===== src/logic/bitstream_converter_params.svh =====
`ifndef BITSTREAM_CONVERTER_PARAMS_SVH
`define BITSTREAM_CONVERTER_PARAMS_SVH

// ----------------------------------------------------------------------------
// Register byte offsets
// ----------------------------------------------------------------------------
`define SAMPLE_PAIR_OFS 8'h00
`define CONTROL_OFS     8'h08
`define IRQ_MASK_OFS    8'h0C
`define IRQ_ENABLE_OFS  8'h10
`define IRQ_DISABLE_OFS 8'h14
`define IRQ_CLEAR_OFS   8'h18
`define IRQ_STATUS_OFS  8'h1C

// ----------------------------------------------------------------------------
// Field positions and reset values
// ----------------------------------------------------------------------------
`define ENABLE_BIT      31
`define SWAP_BIT        30
`define READY_BIT       29
`define UNDERRUN_BIT    28
`define SAMPLE_PAIR_RST 32'h00000000
`define CONTROL_RST     32'h00000000
`define IRQ_MASK_RST    2'h0

// ----------------------------------------------------------------------------
// Timing
// ----------------------------------------------------------------------------
`define ACLK_KHZ        250000
`define CONV_CLK_KHZ    12288
`define CONV_DIV        (`ACLK_KHZ / `CONV_CLK_KHZ)
`define CONV_PER_SAMPLE 256
`define OVERSAMPLE      128
`define CONV_PER_STEP   (`CONV_PER_SAMPLE / `OVERSAMPLE)

// ----------------------------------------------------------------------------
// Bus answers and datapath scaling
// ----------------------------------------------------------------------------
`define RESP_OKAY       2'h0
`define RESP_SLVERR     2'h2
`define CIC_SHIFT       21
`define SD_FULL_SCALE   32'sh00008000

`endif


===== src/logic/bitstream_converter_pkg.sv =====
package bitstream_converter_pkg;

  typedef logic signed [15:0] sample_t;
  typedef logic signed [23:0] comb_t;
  typedef logic signed [47:0] integ_t;
  typedef logic signed [31:0] loop_t;
  typedef logic [1:0]         resp_t;

endpackage : bitstream_converter_pkg


===== src/logic/sd_channel.sv =====
`timescale 1ns/1ps
`include "bitstream_converter_params.svh"

module sd_channel
  import bitstream_converter_pkg::*;
(
  input  wire logic    aclk,
  input  wire logic    aresetn,
  input  wire logic    run,
  input  wire logic    load,
  input  wire sample_t sample,
  input  wire logic    step,
  output logic         bit_out,
  output logic         bit_inv_out
);

  typedef struct packed {
    sample_t        x1;
    sample_t        x2;
    logic [3:0][23:0] comb_d;
    comb_t          impulse;
    logic [3:0][47:0] integ;
    logic [2:0][31:0] loop_acc;
    logic           q;
    logic           bit_out;
    logic           bit_inv_out;
  } chan_s;

  chan_s s;
  chan_s next_s;

  always_comb begin
    logic signed [19:0] fir;
    comb_t  c;
    integ_t acc;
    loop_t  u;
    loop_t  fb;
    loop_t  e;
    fir = 20'sh00000;
    c = 24'sh000000;
    acc = 48'sh000000000000;
    u = 32'sh00000000;
    fb = 32'sh00000000;
    e = 32'sh00000000;
    next_s = s;
    if (!run) begin
      next_s = '0;
    end else begin
      if (load) begin
        // Droop equaliser with taps -1/8, 10/8, -1/8 and unity DC gain.
        fir = 20'((20'(s.x1) * 20'sh0000A - 20'(sample) - 20'(s.x2)) >>> 3);
        next_s.x1 = sample;
        next_s.x2 = s.x1;
        c = 24'(fir);
        for (int k = 0; k < 4; k++) begin
          next_s.comb_d[k] = c;
          c = c - comb_t'(s.comb_d[k]);
        end
        next_s.impulse = c;
      end
      if (step) begin
        // Zero stuffing: the comb output enters once, then zeros follow.
        acc = integ_t'(s.impulse);
        next_s.impulse = load ? next_s.impulse : 24'sh000000;
        for (int k = 0; k < 4; k++) begin
          acc = integ_t'(s.integ[k]) + acc;
          next_s.integ[k] = acc;
        end
        // Scale so that full scale lands near 38/128 and 90/128 density.
        u = 32'((acc >>> `CIC_SHIFT) * 48'sh00000000000D) >>> 5;
        fb = s.q ? `SD_FULL_SCALE : -`SD_FULL_SCALE;
        e = loop_t'(s.loop_acc[0]) + (u - fb);
        next_s.loop_acc[0] = e;
        e = loop_t'(s.loop_acc[1]) + ((e >>> 2) - fb);
        next_s.loop_acc[1] = e;
        e = loop_t'(s.loop_acc[2]) + ((e >>> 3) - fb);
        next_s.loop_acc[2] = e;
        next_s.q = (e >= 0);
        next_s.bit_out = ~next_s.q;
        next_s.bit_inv_out = next_s.q;
      end
    end
  end

  always_ff @(posedge aclk) begin
    if (!aresetn) begin
      s <= '0;
    end else begin
      s <= next_s;
    end
  end

  assign bit_out = s.bit_out;
  assign bit_inv_out = s.bit_inv_out;

endmodule : sd_channel


===== src/logic/bitstream_converter.sv =====
// Decided for this implementation: the AXI4-Lite slave port.
`timescale 1ns/1ps
`include "bitstream_converter_params.svh"

module bitstream_converter
  import bitstream_converter_pkg::*;
(
  input  wire logic        aclk,
  input  wire logic        aresetn,
  input  wire logic [7:0]  s_axi_awaddr,
  input  wire logic [2:0]  s_axi_awprot,
  input  wire logic        s_axi_awvalid,
  output logic             s_axi_awready,
  input  wire logic [31:0] s_axi_wdata,
  input  wire logic [3:0]  s_axi_wstrb,
  input  wire logic        s_axi_wvalid,
  output logic             s_axi_wready,
  output logic [1:0]       s_axi_bresp,
  output logic             s_axi_bvalid,
  input  wire logic        s_axi_bready,
  input  wire logic [7:0]  s_axi_araddr,
  input  wire logic [2:0]  s_axi_arprot,
  input  wire logic        s_axi_arvalid,
  output logic             s_axi_arready,
  output logic [31:0]      s_axi_rdata,
  output logic [1:0]       s_axi_rresp,
  output logic             s_axi_rvalid,
  input  wire logic        s_axi_rready,
  output logic             irq,
  output logic             dma_request,
  output logic             left_bitstream_out,
  output logic             right_bitstream_out,
  output logic             left_inverted_bitstream_out,
  output logic             right_inverted_bitstream_out
);

  localparam logic [4:0] conv_div_last = 5'(`CONV_DIV - 1);
  localparam logic [7:0] sample_last   = 8'(`CONV_PER_SAMPLE - 1);
  localparam logic [7:0] step_mask     = 8'(`CONV_PER_STEP - 1);
  localparam logic [31:0] control_rst  = `CONTROL_RST;

  // --------------------------------------------------------------------------
  // State
  // --------------------------------------------------------------------------
  typedef struct packed {
    logic        awready;
    logic        wready;
    logic        aw_held;
    logic [7:0]  aw_addr;
    logic        w_held;
    logic [31:0] w_data;
    logic [3:0]  w_strb;
    logic        bvalid;
    resp_t       bresp;
    logic        arready;
    logic        rvalid;
    logic [31:0] rdata;
    resp_t       rresp;
    logic [31:0] sample_pair;
    logic        enable;
    logic        swap;
    logic [1:0]  mask;
    logic        underrun;
    logic        ready_ack;
    logic        pending;
    sample_t     pend_left;
    sample_t     pend_right;
    sample_t     left;
    sample_t     right;
    logic [4:0]  div_cnt;
    logic [7:0]  conv_cnt;
    logic        step;
    logic        load;
    logic        irq;
    logic        dma_request;
  } top_s;

  top_s s;
  top_s next_s;

  // --------------------------------------------------------------------------
  // Helpers
  // --------------------------------------------------------------------------
  function automatic logic [31:0] strobe_merge(input logic [31:0] old_value,
                                               input logic [31:0] new_value,
                                               input logic [3:0]  strb);
    logic [31:0] r;
    r = old_value;
    for (int b = 0; b < 4; b++) begin
      if (strb[b]) begin
        r[b*8 +: 8] = new_value[b*8 +: 8];
      end
    end
    return r;
  endfunction : strobe_merge

  // Status bits as software sees them: {ready, underrun}.
  function automatic logic [1:0] status_bits(input top_s t);
    logic ready;
    ready = t.enable & ~t.pending & ~t.ready_ack;
    return {ready, t.underrun};
  endfunction : status_bits

  // --------------------------------------------------------------------------
  // Next-state logic
  // --------------------------------------------------------------------------
  always_comb begin
    logic        commit;
    logic        reading;
    logic [31:0] wval;
    logic [1:0]  flag_clear;
    logic [1:0]  ones;
    logic        conv_tick;
    logic        boundary;
    logic        ready_level;
    logic [1:0]  cur_status;
    commit = 1'b0;
    reading = 1'b0;
    wval = 32'h00000000;
    flag_clear = 2'h0;
    ones = 2'h0;
    conv_tick = 1'b0;
    boundary = 1'b0;
    ready_level = 1'b0;
    cur_status = status_bits(s);
    next_s = s;
    next_s.step = 1'b0;
    next_s.load = 1'b0;

    // Write address and data are taken independently, in either order.
    if (s_axi_awvalid && s.awready) begin
      next_s.aw_held = 1'b1;
      next_s.aw_addr = s_axi_awaddr;
    end
    if (s_axi_wvalid && s.wready) begin
      next_s.w_held = 1'b1;
      next_s.w_data = s_axi_wdata;
      next_s.w_strb = s_axi_wstrb;
    end
    if (s.bvalid && s_axi_bready) begin
      next_s.bvalid = 1'b0;
    end
    if (s.rvalid && s_axi_rready) begin
      next_s.rvalid = 1'b0;
    end

    // Conversion tick divider and sample period counter.
    if (s.enable) begin
      if (s.div_cnt == conv_div_last) begin
        next_s.div_cnt = 5'h00;
        conv_tick = 1'b1;
      end else begin
        next_s.div_cnt = s.div_cnt + 5'h01;
      end
      if (conv_tick) begin
        next_s.conv_cnt = s.conv_cnt + 8'h01;
        next_s.step = ((s.conv_cnt & step_mask) == step_mask);
        boundary = (s.conv_cnt == sample_last);
      end
    end else begin
      next_s.div_cnt = 5'h00;
      next_s.conv_cnt = 8'h00;
    end

    // At each sample boundary a waiting pair is consumed, else underrun.
    if (boundary) begin
      if (s.pending) begin
        next_s.left = s.pend_left;
        next_s.right = s.pend_right;
        next_s.load = 1'b1;
        next_s.pending = 1'b0;
        next_s.ready_ack = 1'b0;
      end else begin
        next_s.left = 16'sh0000;
        next_s.right = 16'sh0000;
        next_s.load = 1'b1;
      end
    end

    // Register reads; a read of the status register clears its flags.
    if (s_axi_arvalid && s.arready) begin
      reading = 1'b1;
      next_s.rvalid = 1'b1;
      next_s.rresp = `RESP_OKAY;
      next_s.rdata = 32'h00000000;
      if (s_axi_araddr == `SAMPLE_PAIR_OFS) begin
        next_s.rdata = s.sample_pair;
      end else if (s_axi_araddr == `CONTROL_OFS) begin
        next_s.rdata[`ENABLE_BIT] = s.enable;
        next_s.rdata[`SWAP_BIT] = s.swap;
      end else if (s_axi_araddr == `IRQ_MASK_OFS) begin
        next_s.rdata[`READY_BIT -: 2] = s.mask;
      end else if (s_axi_araddr == `IRQ_STATUS_OFS) begin
        next_s.rdata[`READY_BIT -: 2] = status_bits(s);
        flag_clear = 2'h3;
      end else if (s_axi_araddr == `IRQ_ENABLE_OFS || s_axi_araddr == `IRQ_DISABLE_OFS
                   || s_axi_araddr == `IRQ_CLEAR_OFS) begin
        next_s.rdata = 32'h00000000;
      end else begin
        next_s.rresp = `RESP_SLVERR;
      end
    end

    // A write commits once both address and data are held.
    commit = s.aw_held && s.w_held && !s.bvalid;
    if (commit) begin
      next_s.aw_held = 1'b0;
      next_s.w_held = 1'b0;
      next_s.bvalid = 1'b1;
      next_s.bresp = `RESP_OKAY;
      wval = strobe_merge(32'h00000000, s.w_data, s.w_strb);
      ones = wval[`READY_BIT -: 2];
      if (s.aw_addr == `SAMPLE_PAIR_OFS) begin
        next_s.sample_pair = strobe_merge(s.sample_pair, s.w_data, s.w_strb);
        next_s.pending = 1'b1;
        next_s.ready_ack = 1'b0;
        if (s.swap) begin
          next_s.pend_left = sample_t'(next_s.sample_pair[31:16]);
          next_s.pend_right = sample_t'(next_s.sample_pair[15:0]);
        end else begin
          next_s.pend_left = sample_t'(next_s.sample_pair[15:0]);
          next_s.pend_right = sample_t'(next_s.sample_pair[31:16]);
        end
      end else if (s.aw_addr == `CONTROL_OFS) begin
        if (s.w_strb[3]) begin
          next_s.enable = s.w_data[`ENABLE_BIT];
          next_s.swap = s.w_data[`SWAP_BIT];
        end
      end else if (s.aw_addr == `IRQ_ENABLE_OFS) begin
        next_s.mask = s.mask | ones;
      end else if (s.aw_addr == `IRQ_DISABLE_OFS) begin
        next_s.mask = s.mask & ~ones;
      end else if (s.aw_addr == `IRQ_CLEAR_OFS) begin
        flag_clear = flag_clear | ones;
      end else if (s.aw_addr == `IRQ_MASK_OFS || s.aw_addr == `IRQ_STATUS_OFS) begin
        next_s.bresp = `RESP_OKAY;
      end else begin
        next_s.bresp = `RESP_SLVERR;
      end
    end

    // Clearing the ready flag only hides it until the next pair is wanted.
    if (flag_clear[1] && cur_status[1]) begin
      next_s.ready_ack = 1'b1;
    end
    if (flag_clear[0]) begin
      next_s.underrun = 1'b0;
    end
    // A new underrun wins over a clear in the same cycle.
    if (boundary && !s.pending) begin
      next_s.underrun = 1'b1;
    end

    // Disabling stops conversion and drops any waiting pair.
    if (!next_s.enable) begin
      next_s.pending = 1'b0;
      next_s.ready_ack = 1'b0;
    end

    ready_level = next_s.enable & ~next_s.pending;
    next_s.dma_request = ready_level;
    next_s.irq = |(status_bits(next_s) & next_s.mask);

    // Ready outputs for the next cycle.
    next_s.awready = !next_s.aw_held && !next_s.bvalid;
    next_s.wready = !next_s.w_held && !next_s.bvalid;
    next_s.arready = !next_s.rvalid && !reading;
  end

  // --------------------------------------------------------------------------
  // State register
  // --------------------------------------------------------------------------
  always_ff @(posedge aclk) begin
    if (!aresetn) begin
      s <= '0;
      s.sample_pair <= `SAMPLE_PAIR_RST;
      s.mask <= `IRQ_MASK_RST;
      s.enable <= control_rst[`ENABLE_BIT];
      s.swap <= control_rst[`SWAP_BIT];
    end else begin
      s <= next_s;
    end
  end

  // --------------------------------------------------------------------------
  // Channel datapaths
  // --------------------------------------------------------------------------
  sd_channel left_channel (
    .aclk        (aclk),
    .aresetn     (aresetn),
    .run         (s.enable),
    .load        (s.load),
    .sample      (s.left),
    .step        (s.step),
    .bit_out     (left_bitstream_out),
    .bit_inv_out (left_inverted_bitstream_out)
  );

  sd_channel right_channel (
    .aclk        (aclk),
    .aresetn     (aresetn),
    .run         (s.enable),
    .load        (s.load),
    .sample      (s.right),
    .step        (s.step),
    .bit_out     (right_bitstream_out),
    .bit_inv_out (right_inverted_bitstream_out)
  );

  // --------------------------------------------------------------------------
  // Outputs
  // --------------------------------------------------------------------------
  assign s_axi_awready = s.awready;
  assign s_axi_wready  = s.wready;
  assign s_axi_bvalid  = s.bvalid;
  assign s_axi_bresp   = s.bresp;
  assign s_axi_arready = s.arready;
  assign s_axi_rvalid  = s.rvalid;
  assign s_axi_rdata   = s.rdata;
  assign s_axi_rresp   = s.rresp;
  assign irq           = s.irq;
  assign dma_request   = s.dma_request;

endmodule : bitstream_converter


===== config.mk =====
export PLATFORM = sky130hd
export DESIGN_NAME = bitstream_converter
export DESIGN_NICKNAME = d
export VERILOG_FILES = /design/src/logic/bitstream_converter_pkg.sv /design/src/logic/sd_channel.sv /design/src/logic/bitstream_converter.sv
export VERILOG_INCLUDE_DIRS = /design/src /design/src/logic
export SDC_FILE = /design/constraint.sdc
export NUM_CORES = 2
export LEC_CHECK = 0
export BUFFER_PORTS_ARGS = -buffer_cell sky130_fd_sc_hd__buf_2
export CORE_ASPECT_RATIO = 1.5
export CORE_MARGIN = 2
export CORE_UTILIZATION = 59
export DETAILED_ROUTE_END_ITERATION = 16
export GPL_ROUTABILITY_DRIVEN = 0
export PLACE_DENSITY = 0.85
export SLEW_MARGIN = 15
export SYNTH_ARGS = -nofsm -noshare
export SYNTH_HDL_FRONTEND = slang
export SYNTH_HIERARCHICAL = 1
export SYNTH_SLANG_ARGS = --single-unit

===== constraint.sdc =====
create_clock -name aclk -period 46.5 [get_ports aclk]
set_input_delay 0 -clock aclk [delete_from_list [all_inputs] [get_ports aclk]]
set_output_delay 0 -clock aclk [all_outputs]
set_load 0.01 [all_outputs]

==> metrics <==
worst IR drop on VDD 0.0337 mV; CTS tree done; Bufs on Longest Clock Path 3; total CTS buffers 107; Hold Path Sink s_axi_rvalid$_SDFF_PN0_; Max Cap Violations 0; endpoints failing setup 0; Mapped Avg Cell Area 8.35 µm²; Tcrit/Tclk final 46.0%; vias in the first global route 74,400; WL met1 75,900 µm; initial antenna violation count 5; sequential-to-total area share from yosys stat 24.7%; die height 468 µm; CP top delay family compound AO/OA/AOI/OAI gates; CP peak stage delay 0.82 ns; Leak 0.0405 µW; Data arrival, critical path 21.95 ns; setup tns final 0 ns; non-filler cells, final 12,200; total number of vias 72,500; Clk pin slew, worst setup/hold paths 0.07 ns; Initial DRC Count 4,268; layout cells sized above 1 4.16%; Antenna Nets Post-Route 0; top sig layer met5; CTS H-tree lvls 3; Max-slew headroom 24.1%; Port Buffers 103; Sink Count 1,045; hold crit path type input port to flip-flop; gr ovfl total 0; WHS Path Cells 4; CTS root buf clkbuf_16; Cell Rows 170; Main synth FF type dfxtp_1; TritonRoute pass-1 iters 8; min-delay src s_axi_rready; dpl cells 11,800; Post-synth EDFFs 0; R2R setup slack 25.11 ns; final hold violations 0; total power 1860 µW; Max FO, Critical Path 6; Unique masters post-synth 109; R2R Path End right_channel/bit_out$_SDFFE_PN0P_; yosys warns 6; I/O Pins 112; CP required 47.06 ns; slew at the pin closest to its max-slew limit 1.14 ns; Worst setup EP type flip-flop; status finished, final reports clean; DR vias/cell 5.96; fillcell total 11,100; Mapped Area 84,700 µm²; Synth Instances 10,100; r2r worst-path depth 81; Avg WL per Cell 16.6 µm; metal2 WL 106,000 µm; Layout Nets 11,500; Final Skew 0.0592 ns; area of the core 143,000 µm²; Pins Over Slew Limit 0; RSZ-0062 raised after global routing no; global-route wire length before repair 336,000 µm; area grow syn2layout 8.23%; Residual DRC 0; Total Wirelength 202,000 µm; Synth async-reset ratio 0%; Worst setup SP type flip-flop; chip width 313 µm; Max Freq 46.8 MHz; die area 147,000 µm²; slowest CP cell a2111oi_0; final worst slack 25.11 ns; Yosys reg bits 1,045; pre-CTS setup slack 25.71 ns; met3 WL 8250 µm; reg-to-reg startpoint right_channel/s[99]$_SDFFE_PN0P_; Crit Path Class flip-flop to flip-flop; most frequent cell on the critical path ha_1; initial core utilization 59.3%; total track usage 26.7%; DP Wirelength 141,000 µm; PwrDens 20.3 nW/µm²; largest net degree at the start of global routing 157; worst-skew pair later-pin latency 0.77 ns; min Tclk post-route 21.39 ns; Worst Path Buf+Inv 8
-- worst min-delay path, delay by kind of cell --
| kind | cells | cell delay (ns) |
|---|---|---|
| buffers and inverters | 2 | 0.61 |
| and+or+nand+nor | 1 | 0.12 |
| AOI/OAI and AO/OA | 1 | 0.11 |
-- how the worst max path moves through the flow --
stage | to | startpoint | depth (start not counted)
after floorplan | right_channel/bit_out$_SDFFE_PN0P_ | right_channel/s[99]$_SDFFE_PN0P_ | 95
after global placement | right_channel/bit_out$_SDFFE_PN0P_ | right_channel/s[291]$_SDFF_PN0_ | 80
after detailed placement | right_channel/s[98]$_SDFFE_PN0P_ | right_channel/s[99]$_SDFFE_PN0P_ | 80
after CTS | right_channel/s[98]$_SDFFE_PN0P_ | right_channel/s[99]$_SDFFE_PN0P_ | 80
after global routing | right_channel/bit_out$_SDFFE_PN0P_ | right_channel/s[99]$_SDFFE_PN0P_ | 86
final | right_channel/bit_out$_SDFFE_PN0P_ | right_channel/s[99]$_SDFFE_PN0P_ | 81
-- per-layer routing --
metal	track usage (%)	vias up
met5	0	-
met4	16.1	2
met3	3.44	837
met2	51.7	1994
met1	27.0	34400
li1	-	35200
-- Yosys cell counts, drive strengths merged (18+ instances only) --
cell type / number / area, µm²
a211o: 18 / 159
a211oi: 89 / 683
a21boi: 194 / 1460
a21o: 309 / 2320
a21oi: 614 / 3080
a22oi: 53 / 412
a31o: 19 / 166
a31oi: 56 / 372
a41oi: 23 / 209
and2: 73 / 457
and3: 62 / 388
and4: 18 / 160
buf: 117 / 609
clkbuf: 240 / 901
dfxtp: 1045 / 20900
fa: 192 / 3840
ha: 1076 / 13500
inv: 989 / 3710
mux2i: 723 / 7240
nand2: 626 / 2350
nand2b: 101 / 634
nand3: 186 / 931
nand4: 69 / 438
nor2: 1163 / 4370
nor2b: 142 / 888
nor3: 146 / 742
nor4: 26 / 184
o211a: 40 / 400
o211ai: 47 / 378
o21a: 108 / 811
o21ai: 433 / 2170
o21bai: 94 / 706
o31a: 22 / 193
o31ai: 32 / 254
or2: 32 / 200
or3: 42 / 273
xnor2: 508 / 4480
xor2: 213 / 1870
-- per-stage QoR --
| stage | area, µm² | utilization (%) | hold slack (ns) |
|---|---|---|---|
| final | 91700 | 64.2 | 0.140 |
| after global routing | 91700 | 64.2 | 0.140 |
| after CTS | 91700 | 64.1 | 0.0397 |
| after detailed placement | 86500 | 60.5 | 0.266 |
| after global placement | 86500 | 60.5 | 0.261 |
| after floorplan | 84700 | - | 0.145 |
-- cell families (layout without fill, tap and decap cells) --
logic type / Yosys count / count (layout) / synth area share, %
buf+inv: 1346 / 1468 / 6.16
flops: 1045 / 1045 / 24.7
fa+ha+maj: 1268 / 1268 / 20.4
other cells: 1 / 7 / 0.00443
xor+xnor: 725 / 725 / 7.59
mux: 739 / 739 / 8.76
compound gates: 2293 / 2293 / 17.8
simple gates: 2728 / 2728 / 14.6
-- where the power goes --
group | internal, µW | switching, µW | total (µW)
clock | 534 | 394 | 928
combinational | 14.8 | 15.1 | 29.9
sequential | 898 | 4.23 | 902
total | 1450 | 413 | 1860
-- placed cells by master, fill, tap and decap left out, types with 109 or more instances in the layout --
cell type and n:
a21boi_0 183, a21o_1 308, a21oi_1 612, clkbuf_16 109
dfxtp_1 1040, dlygate4sd3_1 152, fa_1 192, ha_1 1076
inv_1 986, mux2i_1 722, nand2_1 623, nand3_1 186
nor2_1 1160, nor2b_1 142, nor3_1 145, o21ai_0 418
xnor2_1 506, xor2_1 213
-- state kept, by name, summed over array words and instances, names as in the netlist --
name	cells
s_axi_awready	1
left_channel/s	419
right_channel/s	419
dma_request	1
s_axi_bresp	1
s_axi_bvalid	1
s_axi_wready	1
irq	1
s_axi_rresp	1
s_axi_arready	1
s	164
s_axi_rdata	32
left_channel/bit_out	1
right_channel/bit_out	1
s_axi_rvalid	1
-- cell type report --
class	instances	area, µm²	share of cell area, %
Tap cell	1892	2370	2.58
Sequential cell	1045	20900	22.8
Inverter	989	3710	4.05
Clock buffer	147	3030	3.30
Timing Repair Buffer	292	2350	2.57
Clock inverter	40	668	0.729
Multi-Input combinational cell	7755	58600	63.9
Antenna cell	5	12.5	0.0136
-- what timing repair did --
item,CTS,global route
setup buffers,0,0
resized for setup,0,0
hold buffers,152,0
hold endpoints to repair,119,0
Power figures use the tool's default switching activity.
